<file path="config.mk">
export PLATFORM = sky130hd
export DESIGN_NAME = axis_feedback_and_limit_switch_cfg
export DESIGN_NICKNAME = d
export VERILOG_FILES = /design/src/core/axis_cfg_pkg.sv /design/src/core/limit_if.sv /design/src/core/limit_switch_monitor.sv /design/src/core/axis_feedback_and_limit_switch_cfg.sv
export VERILOG_INCLUDE_DIRS = /design/src /design/src/core
export SDC_FILE = /design/constraint.sdc
export NUM_CORES = 1
export LEC_CHECK = 0
export BUFFER_PORTS_ARGS = -buffer_cell sky130_fd_sc_hd__buf_2
export CORE_UTILIZATION = 51
export CTS_BUF_LIST = sky130_fd_sc_hd__clkbuf_8
export DETAILED_ROUTE_END_ITERATION = 12
export GPL_ROUTABILITY_DRIVEN = 0
export MAX_ROUTING_LAYER = met4
export PLACE_DENSITY = 0.84
export RECOVER_POWER = 100
export SLEW_MARGIN = 10
export SYNTH_ARGS = -nofsm -noshare
export SYNTH_HDL_FRONTEND = slang
export SYNTH_SLANG_ARGS = --single-unit
</file>
<file path="constraint.sdc">
create_clock -name clock -period 2.5 [get_ports clock]
set_clock_uncertainty 0.05 [all_clocks]
set_input_delay 0.25 -clock clock [delete_from_list [all_inputs] [get_ports clock]]
set_output_delay 0.25 -clock clock [all_outputs]
set_load 0.05 [all_outputs]
</file>
<file path="src/core/axis_cfg_map.svh">
`ifndef AXIS_CFG_MAP_SVH
`define AXIS_CFG_MAP_SVH
// Summary of operation
// - Axis control applies only with mode bit 9
// - Axis status reports applied selection, bits 0-2
// - Axis control 16 bits, bits 3-15 reserved
// - Bit 0 selects motor or external encoder
// - Bit 1 selects hybrid control, both feedbacks
// - Bit 2 drops following distance when set
// - Limit control 16 bits, bits 3-15 reserved
// - Limit bit 0 inverts both switches
// - Limit bit 1 enables both switches
// - Trip gives class 1 error or class 2 warning
// - Clamping torque held as 16-bit value

`define ADDR_AXIS_CONTROL 5'h00
`define ADDR_AXIS_STATUS 5'h04
`define ADDR_CLAMP_TORQUE 5'h08
`define ADDR_LIMIT_CONTROL 5'h0c
`define ADDR_OP_MODE 5'h10
`define ADDR_IRQ_STATUS 5'h14
`define ADDR_IRQ_MASK 5'h18
`define ADDR_LIMIT_STATUS 5'h1c

`define AXIS_DEFINED_MASK 16'h0007
`define LIMIT_DEFINED_MASK 16'h0007
`define OP_MODE_DEFINED_MASK 16'h0200
`define IRQ_DEFINED_MASK 3'h7

`define AXIS_FEEDBACK_BIT 0
`define AXIS_HYBRID_BIT 1
`define AXIS_NO_FOLLOW_BIT 2
`define LIMIT_INVERT_BIT 0
`define LIMIT_ENABLE_BIT 1
`define LIMIT_WARN_BIT 2
`define OP_MODE_AXIS_BIT 9
`define IRQ_ERROR_BIT 0
`define IRQ_WARNING_BIT 1
`define IRQ_AXIS_CHANGE_BIT 2

`define AXIS_CONTROL_RESET 16'h0000
`define LIMIT_CONTROL_RESET 16'h0000
`define CLAMP_TORQUE_RESET 16'h0000
`define OP_MODE_RESET 16'h0000
`define IRQ_MASK_RESET 3'h0

`define RESP_OKAY 2'h0
`define RESP_DECODEERROR 2'h3
`endif

</file>
<file path="src/core/axis_cfg_pkg.sv">
package axis_cfg_pkg;
    typedef enum logic [1:0] {
        BUS_IDLE = 2'b01,
        BUS_ACK = 2'b10
    } bus_state_t;

    typedef struct packed {
        logic no_follow;
        logic hybrid;
        logic feedback_ext;
    } axis_sel_t;
endpackage

</file>
<file path="src/core/limit_if.sv">
interface limit_if #(
    parameter int N_SWITCH = 2
);
    logic invert;
    logic enable;
    logic warn_sel;
    logic [N_SWITCH-1:0] level;
    logic [N_SWITCH-1:0] tripped;
    logic err;
    logic warn;

    modport cfg (
        output invert, enable, warn_sel,
        input level, tripped, err, warn
    );

    modport mon (
        input invert, enable, warn_sel,
        output level, tripped, err, warn
    );
endinterface

</file>
<file path="src/core/limit_switch_monitor.sv">
module limit_switch_monitor #(
    parameter int N_SWITCH = 2
) (
    input wire logic clock,
    input wire logic rst,
    input wire logic [N_SWITCH-1:0] switch_pin,
    limit_if.mon lim
);
    logic [N_SWITCH-1:0] meta_r;
    logic [N_SWITCH-1:0] sync_r;
    logic [N_SWITCH-1:0] level_r;
    logic [N_SWITCH-1:0] tripped_r;
    logic err_r;
    logic warn_r;

    genvar i;
    generate
        for (i = 0; i < N_SWITCH; i++) begin : g_sync
            always_ff @(posedge clock or posedge rst) begin
                if (rst) begin
                    meta_r[i] <= 1'b0;
                    sync_r[i] <= 1'b0;
                end else begin
                    meta_r[i] <= switch_pin[i];
                    sync_r[i] <= meta_r[i];
                end
            end
        end
    endgenerate

    wire [N_SWITCH-1:0] level_nxt = sync_r ^ {N_SWITCH{lim.invert}};
    wire [N_SWITCH-1:0] tripped_nxt = lim.enable ? level_nxt : '0;

    always_ff @(posedge clock or posedge rst) begin
        if (rst) begin
            level_r <= '0;
            tripped_r <= '0;
            err_r <= 1'b0;
            warn_r <= 1'b0;
        end else begin
            level_r <= level_nxt;
            tripped_r <= tripped_nxt;
            err_r <= |tripped_nxt && !lim.warn_sel;
            warn_r <= |tripped_nxt && lim.warn_sel;
        end
    end

    assign lim.level = level_r;
    assign lim.tripped = tripped_r;
    assign lim.err = err_r;
    assign lim.warn = warn_r;
endmodule

</file>
<file path="src/core/axis_feedback_and_limit_switch_cfg.sv">
`include "axis_cfg_map.svh"

module axis_feedback_and_limit_switch_cfg
    import axis_cfg_pkg::*;
#(
    parameter int N_SWITCH = 2
) (
    input wire logic clock,
    input wire logic rst,
    input wire logic [4:0] avs_address,
    input wire logic avs_read,
    input wire logic avs_write,
    input wire logic [31:0] avs_writedata,
    input wire logic [3:0] avs_byteenable,
    output logic [31:0] avs_readdata,
    output logic avs_waitrequest,
    output logic [1:0] avs_response,
    input wire logic limit_pos_pin,
    input wire logic limit_neg_pin,
    output logic feedback_external,
    output logic hybrid_feedback,
    output logic no_following_distance,
    output logic axis_status_valid,
    output logic [15:0] clamping_torque_out,
    output logic class1_diag_error,
    output logic class2_diag_warning,
    output logic irq
);

    // Merges the low half of a bus write into a 16-bit register by byte lane.
    function automatic logic [15:0] merge16(
        input logic [15:0] old,
        input logic [31:0] wdata,
        input logic [3:0] be
    );
        logic [15:0] res;
        res = old;
        if (be[0]) begin
            res[7:0] = wdata[7:0];
        end
        if (be[1]) begin
            res[15:8] = wdata[15:8];
        end
        return res;
    endfunction

    // Picks out the three defined axis selection bits of a control word.
    function automatic axis_sel_t axis_bits(
        input logic [15:0] word
    );
        axis_sel_t s;
        s.feedback_ext = word[`AXIS_FEEDBACK_BIT];
        s.hybrid = word[`AXIS_HYBRID_BIT];
        s.no_follow = word[`AXIS_NO_FOLLOW_BIT];
        return s;
    endfunction

    limit_if #(.N_SWITCH(N_SWITCH)) lim ();

    bus_state_t state_r;
    bus_state_t state_nxt;
    logic waitrequest_r;
    logic [31:0] readdata_r;
    logic [1:0] response_r;
    logic [15:0] axis_control_r;
    logic [15:0] limit_control_r;
    logic [15:0] clamp_torque_r;
    logic [15:0] op_mode_r;
    logic [2:0] irq_status_r;
    logic [2:0] irq_status_nxt;
    logic [2:0] irq_mask_r;
    logic irq_r;
    axis_sel_t applied_r;
    axis_sel_t applied_nxt;
    logic status_valid_r;
    logic err_seen_r;
    logic warn_seen_r;
    logic class1_r;
    logic class2_r;

    // Address decode.
    wire aligned = (avs_address[1:0] == 2'b00);
    wire hit_axis_ctrl = aligned && (avs_address == `ADDR_AXIS_CONTROL);
    wire hit_axis_stat = aligned && (avs_address == `ADDR_AXIS_STATUS);
    wire hit_torque = aligned && (avs_address == `ADDR_CLAMP_TORQUE);
    wire hit_limit_ctrl = aligned && (avs_address == `ADDR_LIMIT_CONTROL);
    wire hit_op_mode = aligned && (avs_address == `ADDR_OP_MODE);
    wire hit_irq_stat = aligned && (avs_address == `ADDR_IRQ_STATUS);
    wire hit_irq_mask = aligned && (avs_address == `ADDR_IRQ_MASK);
    wire hit_limit_stat = aligned && (avs_address == `ADDR_LIMIT_STATUS);
    wire mapped = hit_axis_ctrl || hit_axis_stat || hit_torque || hit_limit_ctrl
        || hit_op_mode || hit_irq_stat || hit_irq_mask || hit_limit_stat;

    // A request is answered in the cycle after it is seen, and a write takes
    // effect only at the edge where the master sees waitrequest low.
    wire request = avs_read || avs_write;
    wire completing = (state_r == BUS_ACK);
    wire wr_commit = completing && avs_write;

    always_comb begin
        case (state_r)
            BUS_IDLE: begin
                state_nxt = request ? BUS_ACK : BUS_IDLE;
            end
            BUS_ACK: begin
                state_nxt = BUS_IDLE;
            end
            default: begin
                state_nxt = BUS_IDLE;
            end
        endcase
    end

    // Operation mode bit 9 gates the whole axis selection.
    wire axis_mode_on = op_mode_r[`OP_MODE_AXIS_BIT];
    assign applied_nxt = axis_mode_on ? axis_bits(axis_control_r) : axis_sel_t'(3'b000);

    // The status word shows what is really applied, not what was written.
    wire [15:0] axis_status_word = {13'h0000, applied_r.no_follow, applied_r.hybrid,
        applied_r.feedback_ext};

    wire [15:0] limit_status_word = {12'h000, lim.tripped, lim.level};

    // Read mux; reserved bits come back as zero.
    wire [31:0] rd_mux =
        hit_axis_ctrl ? {16'h0000, axis_control_r} :
        hit_axis_stat ? {16'h0000, axis_status_word} :
        hit_torque ? {16'h0000, clamp_torque_r} :
        hit_limit_ctrl ? {16'h0000, limit_control_r} :
        hit_op_mode ? {16'h0000, op_mode_r} :
        hit_irq_stat ? {29'h00000000, irq_status_r} :
        hit_irq_mask ? {29'h00000000, irq_mask_r} :
        hit_limit_stat ? {16'h0000, limit_status_word} :
        32'h00000000;

    // Events are edges of the error, warning and applied selection.
    wire err_event = lim.err && !err_seen_r;
    wire warn_event = lim.warn && !warn_seen_r;
    wire axis_event = (applied_nxt != applied_r);
    wire [2:0] irq_set = {axis_event, warn_event, err_event};
    wire [2:0] irq_clr = (wr_commit && hit_irq_stat && avs_byteenable[0]) ?
        avs_writedata[2:0] : 3'h0;

    // A new event in the clearing cycle survives the clear.
    assign irq_status_nxt = (irq_status_r & ~irq_clr) | irq_set;

    wire irq_nxt = |(irq_status_nxt & irq_mask_r);

    always_ff @(posedge clock or posedge rst) begin
        if (rst) begin
            state_r <= BUS_IDLE;
            waitrequest_r <= 1'b1;
            readdata_r <= 32'h00000000;
            response_r <= `RESP_OKAY;
        end else begin
            state_r <= state_nxt;
            waitrequest_r <= !(state_nxt == BUS_ACK);
            if (state_r == BUS_IDLE && request) begin
                readdata_r <= avs_read ? rd_mux : 32'h00000000;
                response_r <= mapped ? `RESP_OKAY : `RESP_DECODEERROR;
            end
        end
    end

    // Only the defined bits are kept, so reserved bits never store.
    always_ff @(posedge clock or posedge rst) begin
        if (rst) begin
            axis_control_r <= `AXIS_CONTROL_RESET;
        end else if (wr_commit && hit_axis_ctrl) begin
            axis_control_r <= merge16(axis_control_r, avs_writedata, avs_byteenable)
                & `AXIS_DEFINED_MASK;
        end
    end

    always_ff @(posedge clock or posedge rst) begin
        if (rst) begin
            limit_control_r <= `LIMIT_CONTROL_RESET;
        end else if (wr_commit && hit_limit_ctrl) begin
            limit_control_r <= merge16(limit_control_r, avs_writedata, avs_byteenable)
                & `LIMIT_DEFINED_MASK;
        end
    end

    always_ff @(posedge clock or posedge rst) begin
        if (rst) begin
            clamp_torque_r <= `CLAMP_TORQUE_RESET;
        end else if (wr_commit && hit_torque) begin
            clamp_torque_r <= merge16(clamp_torque_r, avs_writedata, avs_byteenable);
        end
    end

    always_ff @(posedge clock or posedge rst) begin
        if (rst) begin
            op_mode_r <= `OP_MODE_RESET;
        end else if (wr_commit && hit_op_mode) begin
            op_mode_r <= merge16(op_mode_r, avs_writedata, avs_byteenable)
                & `OP_MODE_DEFINED_MASK;
        end
    end

    always_ff @(posedge clock or posedge rst) begin
        if (rst) begin
            irq_mask_r <= `IRQ_MASK_RESET;
        end else if (wr_commit && hit_irq_mask && avs_byteenable[0]) begin
            irq_mask_r <= avs_writedata[2:0] & `IRQ_DEFINED_MASK;
        end
    end

    always_ff @(posedge clock or posedge rst) begin
        if (rst) begin
            irq_status_r <= 3'h0;
            irq_r <= 1'b0;
            err_seen_r <= 1'b0;
            warn_seen_r <= 1'b0;
        end else begin
            irq_status_r <= irq_status_nxt;
            irq_r <= irq_nxt;
            err_seen_r <= lim.err;
            warn_seen_r <= lim.warn;
        end
    end

    // Applied selection and status follow the control word one cycle later.
    always_ff @(posedge clock or posedge rst) begin
        if (rst) begin
            applied_r <= axis_sel_t'(3'b000);
            status_valid_r <= 1'b0;
        end else begin
            applied_r <= applied_nxt;
            status_valid_r <= axis_mode_on;
        end
    end

    // Diagnostics are levels that stand while a switch stays tripped.
    always_ff @(posedge clock or posedge rst) begin
        if (rst) begin
            class1_r <= 1'b0;
            class2_r <= 1'b0;
        end else begin
            class1_r <= lim.err;
            class2_r <= lim.warn;
        end
    end

    assign lim.invert = limit_control_r[`LIMIT_INVERT_BIT];
    assign lim.enable = limit_control_r[`LIMIT_ENABLE_BIT];
    assign lim.warn_sel = limit_control_r[`LIMIT_WARN_BIT];

    limit_switch_monitor #(
        .N_SWITCH(N_SWITCH)
    ) u_monitor (
        .clock(clock),
        .rst(rst),
        .switch_pin(N_SWITCH'({limit_neg_pin, limit_pos_pin})),
        .lim(lim.mon)
    );

    assign avs_readdata = readdata_r;
    assign avs_waitrequest = waitrequest_r;
    assign avs_response = response_r;
    assign feedback_external = applied_r.feedback_ext;
    assign hybrid_feedback = applied_r.hybrid;
    assign no_following_distance = applied_r.no_follow;
    assign axis_status_valid = status_valid_r;
    assign clamping_torque_out = clamp_torque_r;
    assign class1_diag_error = class1_r;
    assign class2_diag_warning = class2_r;
    assign irq = irq_r;
endmodule

</file>
=== After elaboration in Yosys (flattened, before gate mapping) ===
Index checks and enable logic that the tools add are counted.

* Bits of input ports: 47
* Output and inout port bits: 58
* Register bits after elaboration: 83
* Logic and storage cells: 100

* Equal/unequal tests: 11
* Reduce and logical (&&, ||, !) cells: 43
* Bitwise logic cells: 5
* Multiplexer cells: 15

{| class="wikitable"
|+ Operator list
! kind !! number
|-
| $mux W16 || 4
|-
| $logic_and A1 B1 Y1 || 22
|-
| $eq A5 B5 Y1 const B || 4
|-
| $mux W10 || 2
|-
| $mux W4 || 3
|-
| $eq A5 B4 Y1 const B || 2
|-
| $reduce_and A2 Y1 || 5
|-
| $logic_or A1 B1 Y1 || 8
|-
| $mux W2 || 4
|-
| $and A3 B3 Y3 || 2
|-
| $mux W3 || 2
|-
| $eq A5 B3 Y1 const B || 1
|-
| $logic_not A5 Y1 || 1
|-
| $eq A2 B2 Y1 const B || 2
|-
| $logic_not A1 Y1 || 4
|-
| $ne A3 B3 Y1 || 1
|-
| $not A3 Y3 || 1
|-
| $or A3 B3 Y3 || 1
|-
| $reduce_or A3 Y1 || 1
|-
| $eq A2 B1 Y1 const B || 1
|-
| $logic_not A2 Y1 || 1
|-
| $reduce_or A2 Y1 || 1
|-
| $xor A2 B2 Y2 || 1
|}

=== Logic depth before layout (Yosys ltp) ===
Gate-level depths: netlist (run 1).

* Depth in word-level cells: 11
* Depth in mapped cells: 6
* Gate-level depth less buffers: 4

=== By module ===
Synthesis (run 1) repeated with hierarchy kept, for this count alone.

* Cell total of the unflattened synthesis: 215
* Area, all modules: 2810.2 µm²

{| class="wikitable"
|+ By module, submodules not included
! module !! area an instance (µm²) !! sequential area each (µm²) !! times used !! cells an instance
|-
| axis_feedback_and_limit_switch_cfg || 2491.1 || 1377.6 || 1 || 195
|-
| limit_switch_monitor || 319.1 || 250.2 || 1 || 20
|}

=== Least setup slack after synthesis (run 1) ===
OpenSTA, ideal clock, no wires.

* Path type: register -> register
* Start point: register state_r[0]
* End point: register limit_control_r[0]
* Data required time: 2322 ps
* Setup slack: 648 ps
* Path buffers: 1
* Stages on the path, launching flop included: 6
* Setup time: 128 ps
* Data arrival time: 1675 ps
* Clock period less this slack: 1852 ps
* Cells stage by stage: dfstp_2 -> and4b_1 -> buf_2 -> and3_1 -> nand3b_1 -> mux2_1

* Cells in the longest elaborated chain, start to end: 4

{| class="wikitable"
|+ RTL lines
! element !! line !! source
|-
| start: declaration || axis_feedback_and_limit_switch_cfg.sv:60 || <nowiki>bus_state_t state_r;</nowiki>
|-
| start signal: assignment || axis_feedback_and_limit_switch_cfg.sv:156 || <nowiki>state_r <= state_nxt;</nowiki>
|-
| $eq A2 B2 Y1 || axis_feedback_and_limit_switch_cfg.sv:97 || <nowiki>wire completing = (state_r == BUS_ACK);</nowiki>
|-
| $logic_and A1 B1 Y1 || axis_feedback_and_limit_switch_cfg.sv:98 || <nowiki>wire wr_commit = completing && avs_write;</nowiki>
|-
| $logic_and A1 B1 Y1 || axis_feedback_and_limit_switch_cfg.sv:178 || <nowiki>end else if (wr_commit && hit_limit_ctrl) begin</nowiki>
|-
| $reduce_and A2 Y1 (no source line) || -- ||
|-
| end signal: assignment || axis_feedback_and_limit_switch_cfg.sv:177 || <nowiki>limit_control_r <= `LIMIT_CONTROL_RESET;</nowiki>
|-
| end signal: assignment || axis_feedback_and_limit_switch_cfg.sv:179 || <nowiki>limit_control_r <= merge16(limit_control_r, avs_writedata, avs_byteenable)</nowiki>
|-
| end: declaration || axis_feedback_and_limit_switch_cfg.sv:66 || <nowiki>logic [15:0] limit_control_r;</nowiki>
|}

Every way passes these cells.
A chain may end at the register's enable or synchronous reset.

=== Final worst setup path (run 1) ===
* Start point: register state_r[0]
* End point: register readdata_r[1] (netlist: avs_readdata[1])

* Cells in the longest elaborated chain, start to end: 2

{| class="wikitable"
|+ RTL lines
! element !! line !! source
|-
| $eq A2 B1 Y1 || axis_feedback_and_limit_switch_cfg.sv:158 || <nowiki>if (state_r == BUS_IDLE && request) begin</nowiki>
|-
| $logic_and A1 B1 Y1 || axis_feedback_and_limit_switch_cfg.sv:158 ||
|-
| end signal: assignment || axis_feedback_and_limit_switch_cfg.sv:159 || <nowiki>readdata_r <= avs_read ? rd_mux : 32'h00000000;</nowiki>
|-
| end: declaration || axis_feedback_and_limit_switch_cfg.sv:63 || <nowiki>logic [31:0] readdata_r;</nowiki>
|}

Every way passes these cells.

==> reports/metrics.cfg, run 1 <==
[cts]
cts-root-buf=clkbuf_8
clock_latency_ns=0.35
postCtsSetupBuffers=0
htree_levels=3
cts_tree=done
cts_max_path_buffers=2
cts_buffers=9
clock-sinks=65
clk_pin_slew_ns=0.07

[sta]
setup_violations=0
fmax_mhz=515
final.setup.tns_ns=0
fin_crit_ns=1.94
tightestPinTransition_ns=0.889
rsz0062_at_grt=false
hold_viol_final=0
period_share=0.776
slew_headroom=0.407
slew_viol_final=0

[setup_path]
arrival_ns=2.12
cp_max_fo=20
reg2reg_slack_ns=0.56
rr_worst_depth=4
critical_path_required_ns=2.68
critPathKind=flop to flop
r2r_end=avs_readdata[1]
crit_path_start_kind=flop
r2r-start=state_r[0]
worst_setup_path_end_kind=flop

[synthesis]
synth_area_mm2=0.00277
synth-seq-area-share=0.587
synth-edff-count=0
synth-seq-cells=65
yosys.area.top_type_share=0.578
postSynth.asyncResetShare=1.00
syn_area_per_cell_um2=12.7
synth_cell_types=37
synth_area_leaders=dfrtp_1 (58%), mux2_1 (8.1%), buf_4 (4.9%)
yosys_warnings=0
synth_largest_area_cell=dfrtp_1
synth_cells=218
synth_ff_type=dfrtp_1

[outcome]
status=completed

[worst_hold_path]
whs_path_depth=2
hold_end=clamping_torque_out[4]
hp-class=input port to flop
hold_start=avs_writedata[4]

[power]
leakage_uw=0.00164
ir_drop_uv=702
power_density_mw_per_mm2=791

[floorplanning]
core_area_mm2=0.00517
die_h_um=75.7
die_w_um=75.7
start_util=0.536
fp-row-count=26
ios=105
die_area_mm2=0.00574

[global_route]
grt_pass1_wl_um=8690
grt_pass1_vias=1834
overflow=0
antenna_found_initial=0
gr-usage-all-layers=0.218
grt_max_degree=66

[drt]
first_pass_iters=4
routed-via-count=1998
drc_errors=0
avgViaCountPerCell=5.39
wirelength_um=5790
wire_per_inst_um=15.6
drt_iter0_markers=148
drt.antenna.violating_nets=0

[cells_and_area]
final_core_util=0.639
area_delta_synth_final_pct=19.2
layout.nets=343
diodes=0
post_route_cells_drive_above_1_share=0.196

[placed_design]
numPortBuffers=70
post-dp-hpwl_um=4090

[flow_run]
cap_viol_max_count=0

## state kept, by name (all words and copies together), names as in the netlist, 2 cells and up
name	cells
avs_readdata	16
clamping_torque_out	16
axis_control_r	3
irq_mask_r	3
irq_status_r	3
limit_control_r	3
state_r	2
u_monitor.lim.level	2
u_monitor.lim.tripped	2
u_monitor.meta_r	2
u_monitor.sync_r	2
## worst max-delay path by stage
stage | from | to | slack (ns) | cells after the start
after global placement | avs_address[1] | avs_readdata[3] | 0.74 | 5
after CTS | state_r[0] | limit_control_r[0] | 0.78 | 4
after global routing | state_r[0] | avs_readdata[2] | 0.41 | 4
final | state_r[0] | avs_readdata[1] | 0.56 | 4
after floorplan | rst | avs_readdata[0] | 0.58 | 1
after detailed placement | avs_address[1] | avs_readdata[3] | 0.72 | 5
## routing by layer
metal  share of wire  vias to the layer above  global-route usage
met2            0.48                       90               0.316
met3           0.058                       18              0.0489
li1                -                      906                   -
met5               0                        -                   -
met4           0.025                        0               0.117
met1            0.43                      984               0.285
## area by class of cell
class	count	area [um2]
fillers	441	1870
flip-flops and latches	65	1630
multi-input cells	132	982
repair buffers	76	359
clock buffers	10	138
well taps	70	87.6
clock inverters	6	66.3
inverters	12	45.0
## placed cells by master, fill, tap and decap left out, drive strengths merged
master and n:
a32oi 1, nor2 10, nand2 8, clkbuf 53
and3 4, and2 6, o221ai 1, a21oi 3
nor2b 3, inv 13, dfstp 1, and2b 1
a22oi 4, a41oi 1, nor4bb 1, a221oi 4
buf 30, mux2 29, o21ai 6, a2bb2oi 1
nand4 3, clkinvlp 3, and4b 2, or2 1
xnor2 1, a221o 7, conb 16, nand3b 1
clkinv 1, nand3 3, bufinv 1, dlygate4sd3 3
dfrtp 64, xor2 3, a22o 11, nor3 1
## cell families after synthesis
family                 after synthesis  share of synthesized area
flip-flops                          65                      0.587
XOR/XNOR                             4                     0.0126
buffers and inverters               36                     0.0772
other                                1                    0.00135
AND/OR/NAND/NOR                     44                     0.0916
multiplexers                        29                      0.118
AO/OA/AOI/OAI                       39                      0.112
## cells in the mapped netlist, types with 3 or more instances
cell and instances:
dfrtp_1 64, mux2_1 20, buf_4 18, inv_1 12, a22o_1 11, mux2_2 9
nor2_1 8, a221o_1 7, and2_1 6, nand2_1 6, o21ai_0 6, a221oi_1 4
a22oi_1 4, and3_1 4, a21oi_1 3, buf_2 3, nand3_1 3, nand4_1 3
nor2b_1 3, xor2_1 3
## report_power, final
part           switching (uW)  internal [uW]
Clock                     414            488
Combinational             410            113
Sequential               56.2           1130
Total                     881           1740
## stage by stage
stage | worst slack, ns | cells | hold slack [ns] | total power (uW) | cell area (um2)
after global routing | 0.408 | 371 | 0.0620 | 2710 | 3310
after CTS | 0.783 | 371 | 0.0523 | 2650 | 3370
after floorplan | 0.575 | 233 | 0.231 | 1640 | 2830
after detailed placement | 0.717 | 352 | 0.287 | 1750 | 3130
final | 0.559 | 371 | 0.0577 | 2620 | 3310
after global placement | 0.745 | 352 | 0.283 | 1740 | 3130
## worst max-delay path: stages (launching register included)
cell	delay (ns)
dfstp_1	0.55
nor2b_1	0.25
o21ai_0	0.12
clkbuf_1	0.39
a221o_1	0.47
## timing repair
action,CTS,global route
setup endpoints to repair,0,0
hold buffers,3,0
gates resized for setup,0,0
endpoints found under the hold margin,66,0
Note: power is estimated with default switching activity, not from simulation.
==> run 2: changes to the inputs <==
Clock period 2.5 ns to 1.95 ns, I/O delays scaled along.
==> run 2 against run 1 <==
Effect of this change: clock power increased by 53%; count of clock-buffer cells in the layout shrank 1; final cell count is 1.6% higher; total power is 38% higher; non-clock buffer count up 6; critical path depth did not move; critical path type unchanged; sequential power grew 29%; utilization grew 1.7 points; highest routed layer unchanged.
==> reports/metrics.cfg, run 2 (synthesized netlist as in run 1, its figures left out) <==
[cts]
postCtsSetupBuffers=0
cts_max_path_buffers=2
cts-root-buf=clkbuf_8
cts_tree=done
clock-sinks=65
cts_buffers=9
clk_pin_slew_ns=0.08
htree_levels=3
clock_latency_ns=0.35

[drt]
drt.antenna.violating_nets=0
routed-via-count=2025
wirelength_um=6130
wire_per_inst_um=16.2
drc_errors=0
avgViaCountPerCell=5.37
first_pass_iters=4
drt_iter0_markers=93

[sta]
tightestPinTransition_ns=0.835
fmax_mhz=559
final.setup.tns_ns=0
slew_headroom=0.444
rsz0062_at_grt=false
slew_viol_final=0
period_share=0.918
setup_violations=0
hold_viol_final=0
fin_crit_ns=1.79

[setup_path]
cp_max_fo=12
r2r-start=state_r[0]
worst_setup_path_end_kind=flop
critical_path_required_ns=2.13
arrival_ns=1.97
r2r_end=avs_readdata[7]
rr_worst_depth=4
crit_path_start_kind=flop
critPathKind=flop to flop
reg2reg_slack_ns=0.16

[cells_and_area]
layout.nets=349
final_cell_mix=dfrtp_1 (64), clkbuf_1 (42), buf_2 (28)
post_route_cells_drive_above_1_share=0.199
stdcell_count=377
area_delta_synth_final_pct=22.5
diodes=0
mostFrequentLayoutCell=dfrtp_1

[outcome]
status=completed

[global_route]
gr-usage-all-layers=0.235
grt_max_degree=66
grt_pass1_vias=1935
antenna_found_initial=0
grt_pass1_wl_um=9180
overflow=0

[floorplanning]
die_area_mm2=0.00574
core_area_mm2=0.00517
die_w_um=75.7
ios=105
fp-row-count=26
start_util=0.536
die_h_um=75.7

[power]
finalPower_uw=3620
leakage_uw=0.00169
power_density_mw_per_mm2=1060
ir_drop_uv=846

[placed_design]
numPortBuffers=70
dp.cells=353
post-dp-hpwl_um=4160

[flow_run]
cap_viol_max_count=0

[worst_hold_path]
hold_end=clamping_torque_out[4]
hold_start=avs_writedata[4]
whs_path_depth=2
hp-class=input port to flop

run 2: cell types whose count changed in the layout (fill, tap and decap cells not counted), moves of 2 or more:
| cell | previous run | this run |
|---|---|---|
| bufinv_16 | 1 | 3 |
| buf_4 | 1 | 3 |
| clkinvlp_4 | 3 | 0 |
| dlygate4sd3_1 | 3 | 8 |
run 2: critical path: stages (launching register included):
cell	delay, ns
dfstp_1	0.57
nor2b_1	0.31
o21ai_2	0.25
buf_4	0.25
a22o_1	0.25
run 2: final cells by class:
cell class / count / area (um2)
clock buffers: 9 / 124
clock inverters: 7 / 118
fillers: 416 / 1780
inverters: 12 / 45.0
multi-input cells: 132 / 986
flip-flops and latches: 65 / 1630
well taps: 70 / 87.6
repair buffers: 82 / 408
run 2: where the power goes:
part           switching [uW]  internal, uW
logic                     544           160
registers                77.0          1450
clock network             531           851
run 2: metrics by stage:
stage / worst slack [ns] / util / hold WS [ns] / instance area (um2)
6_report: 0.161 / 0.657 / 0.00948 / 3400
3_5_place_dp: 0.103 / 0.607 / 0.237 / 3140
2_1_floorplan: 0.0802 / - / 0.176 / 2830
3_3_place_gp: 0.214 / 0.607 / 0.235 / 3140
5_1_grt: 0.0602 / 0.657 / 0.0114 / 3400
4_1_cts: 0.0434 / 0.669 / 0.00464 / 3460
run 2: per-layer routing:
layer	share of wire	GRT usage	up-vias
met2	0.50	0.361	91
li1	-	-	917
met3	0.056	0.0675	22
met4	0.026	0.115	0
met1	0.42	0.284	995
met5	0	-	-
run 2: what timing repair did:
action / CTS / global route
resized for setup: 0 / 1
endpoints found under the hold margin: 71 / 0
setup endpoints to repair: 0 / 11
hold buffers: 8 / 0
run 2: worst max path at each step:
| stage | from | to | slack, ns | depth (start not counted) |
|---|---|---|---|---|
| 2_1_floorplan | rst | avs_readdata[0] | 0.08 | 1 |
| 3_3_place_gp | state_r[0] | avs_readdata[4] | 0.21 | 4 |
| 3_5_place_dp | state_r[0] | avs_readdata[7] | 0.10 | 4 |
| 4_1_cts | state_r[0] | avs_readdata[7] | 0.04 | 4 |
| 5_1_grt | state_r[0] | avs_readdata[7] | 0.06 | 4 |
| 6_report | state_r[0] | avs_readdata[7] | 0.16 | 4 |
==> run 3: changes to the inputs <==
Settings changed: CELL_PAD_IN_SITES_DETAIL_PLACEMENT from default to 1, CELL_PAD_IN_SITES_GLOBAL_PLACEMENT from default to 2, CORE_UTILIZATION 51 to 32, PLACE_DENSITY 0.84 to 0.83.
==> run 3 against run 2 <==
Effect of this change: setup slack better by 0.069 ns; count of clock-buffer cells in the layout unchanged; sequential cell count is the same; sequential power about the same; critical path depth stayed put; register-to-register slack improved by 0.07 ns; total power down 7.2%; critical path type unchanged; critical endpoint is now avs_readdata[13]; highest routed layer unchanged.
==> reports/metrics.cfg, run 3 (synthesized netlist as in run 1, its figures left out) <==
[outcome]
status=completed

[setup_path]
critPathSlowestCell=dfstp_1
cp_max_fo=7
cpPeakStageDelay_ns=0.54
crit_path_start_kind=flop
critPathKind=flop to flop
rr_worst_depth=4
cp.depth=4
critPathBufInv=1
arrival_ns=1.90
crit_family=flip-flops
worst_setup_path_end_kind=flop
critical_path_required_ns=2.13
worstPathCellList=nor2b_1 -> o21ai_1 -> clkbuf_2 -> a22o_1

[cts]
cts_tree=done
postCtsSetupBuffers=0
cts-resized-gates=0
cts-root-buf=clkbuf_8
htree_levels=3
clock_latency_ns=0.34
cts_max_path_buffers=2
clk_pin_slew_ns=0.08
hold_buffers=7
cts_buffers=9
clock-sinks=65

[global_route]
antenna_found_initial=0
grt_max_degree=66
grt_pass1_wl_um=10400
grt_pass1_vias=1984
gr-usage-all-layers=0.161
overflow=0

[placed_design]
dp.cells=389
numPortBuffers=70
dp_slack_ns=0.249
post-dp-hpwl_um=4850

[drt]
highest_layer=met4
met1_length_um=3040
wirelength_um=6580
first_pass_iters=4
drc_errors=0
wl_met3_um=233
avgViaCountPerCell=4.74
wl_met2_um=3230
drt.antenna.violating_nets=0
wire_per_inst_um=15.9
drt_iter0_markers=95
routed-via-count=1962

[floorplanning]
ios=105
die_area_mm2=0.00904
fp-row-count=33
start_util=0.334
die_h_um=95.1
core_area_mm2=0.00830
die_w_um=95.1

[worst_hold_path]
hp-class=input port to flop
whs_path_depth=2

[power]
p_seq_frac=0.455
power_density_mw_per_mm2=986
p_comb_frac=0.210
p_int_uw=2200
power.share.switching=0.343
ir_drop_uv=846
p_clk_frac=0.335
leakage_uw=0.00167
p_sw_uw=1150

[cells_and_area]
layout.nets=351
stdcell_count=414
diodes=0
post_route_cells_drive_above_1_share=0.201
final_core_util=0.410
mostFrequentLayoutCell=dfrtp_1
area_delta_synth_final_pct=22.8
final_cell_mix=dfrtp_1 (64), clkbuf_1 (42), buf_2 (28)

[sta]
slew_headroom=0.411
fin_crit_ns=1.72
setup_ws_ns=0.229
slew_viol_final=0
setup_violations=0
final.setup.tns_ns=0
period_share=0.882
tightestPinTransition_ns=0.884
hold_viol_final=0
rsz0062_at_grt=false
fmax_mhz=581

[flow_run]
cap_viol_max_count=0

run 3: layer usage:
metal	vias to the layer above	GRT usage
met2	53	0.247
met3	7	0.0431
met4	0	0.0455
li1	916	-
met5	-	-
met1	986	0.210
run 3: worst paths after layout:
check	from	end	slack (ns)
setup / recovery	state_r[0]	avs_readdata[13]	0.23
hold / removal	avs_writedata[3]	clamping_torque_out[3]	0.01
setup reg to reg	state_r[0]	avs_readdata[13]	0.23
hold reg to reg	u_monitor.meta_r[0]	u_monitor.sync_r[0]	0.30
max in group asynchronous	rst	feedback_external	0.64
min in group asynchronous	rst	clamping_torque_out[2]	0.65
run 3: final cells by class:
type,instances,area (um2)
fillers,934,4890
flip-flops and latches,65,1630
multi-input cells,132,982
repair buffers,84,423
well taps,105,131
clock buffers,9,124
clock inverters,7,71.3
inverters,12,45.0
run 3: worst register-to-register path: stages (launching register included):
cell and delay [ns]:
dfstp_1 0.54, nor2b_1 0.25, o21ai_1 0.26, clkbuf_2 0.25, a22o_1 0.26
run 3: power by group through the flow:
stage / Clock [uW] / Sequential [uW] / Combinational [uW]
after CTS: 1160 / 1530 / 742
after global routing: 1210 / 1540 / 760
after floorplan: 0 / 1750 / 360
final: 1120 / 1530 / 704
after global placement: 0 / 1550 / 716
after detailed placement: 0 / 1560 / 728
run 3: stage by stage:
| stage | instance area, um2 | total power [uW] | hold slack, ns |
|---|---|---|---|
| floorplan | 2830 | 2110 | 0.176 |
| detailed placement | 3190 | 2290 | 0.249 |
| finish | 3400 | 3360 | 0.0124 |
| global placement | 3190 | 2260 | 0.241 |
| global route | 3400 | 3510 | 0.00312 |
| CTS | 3460 | 3430 | 0.000941 |
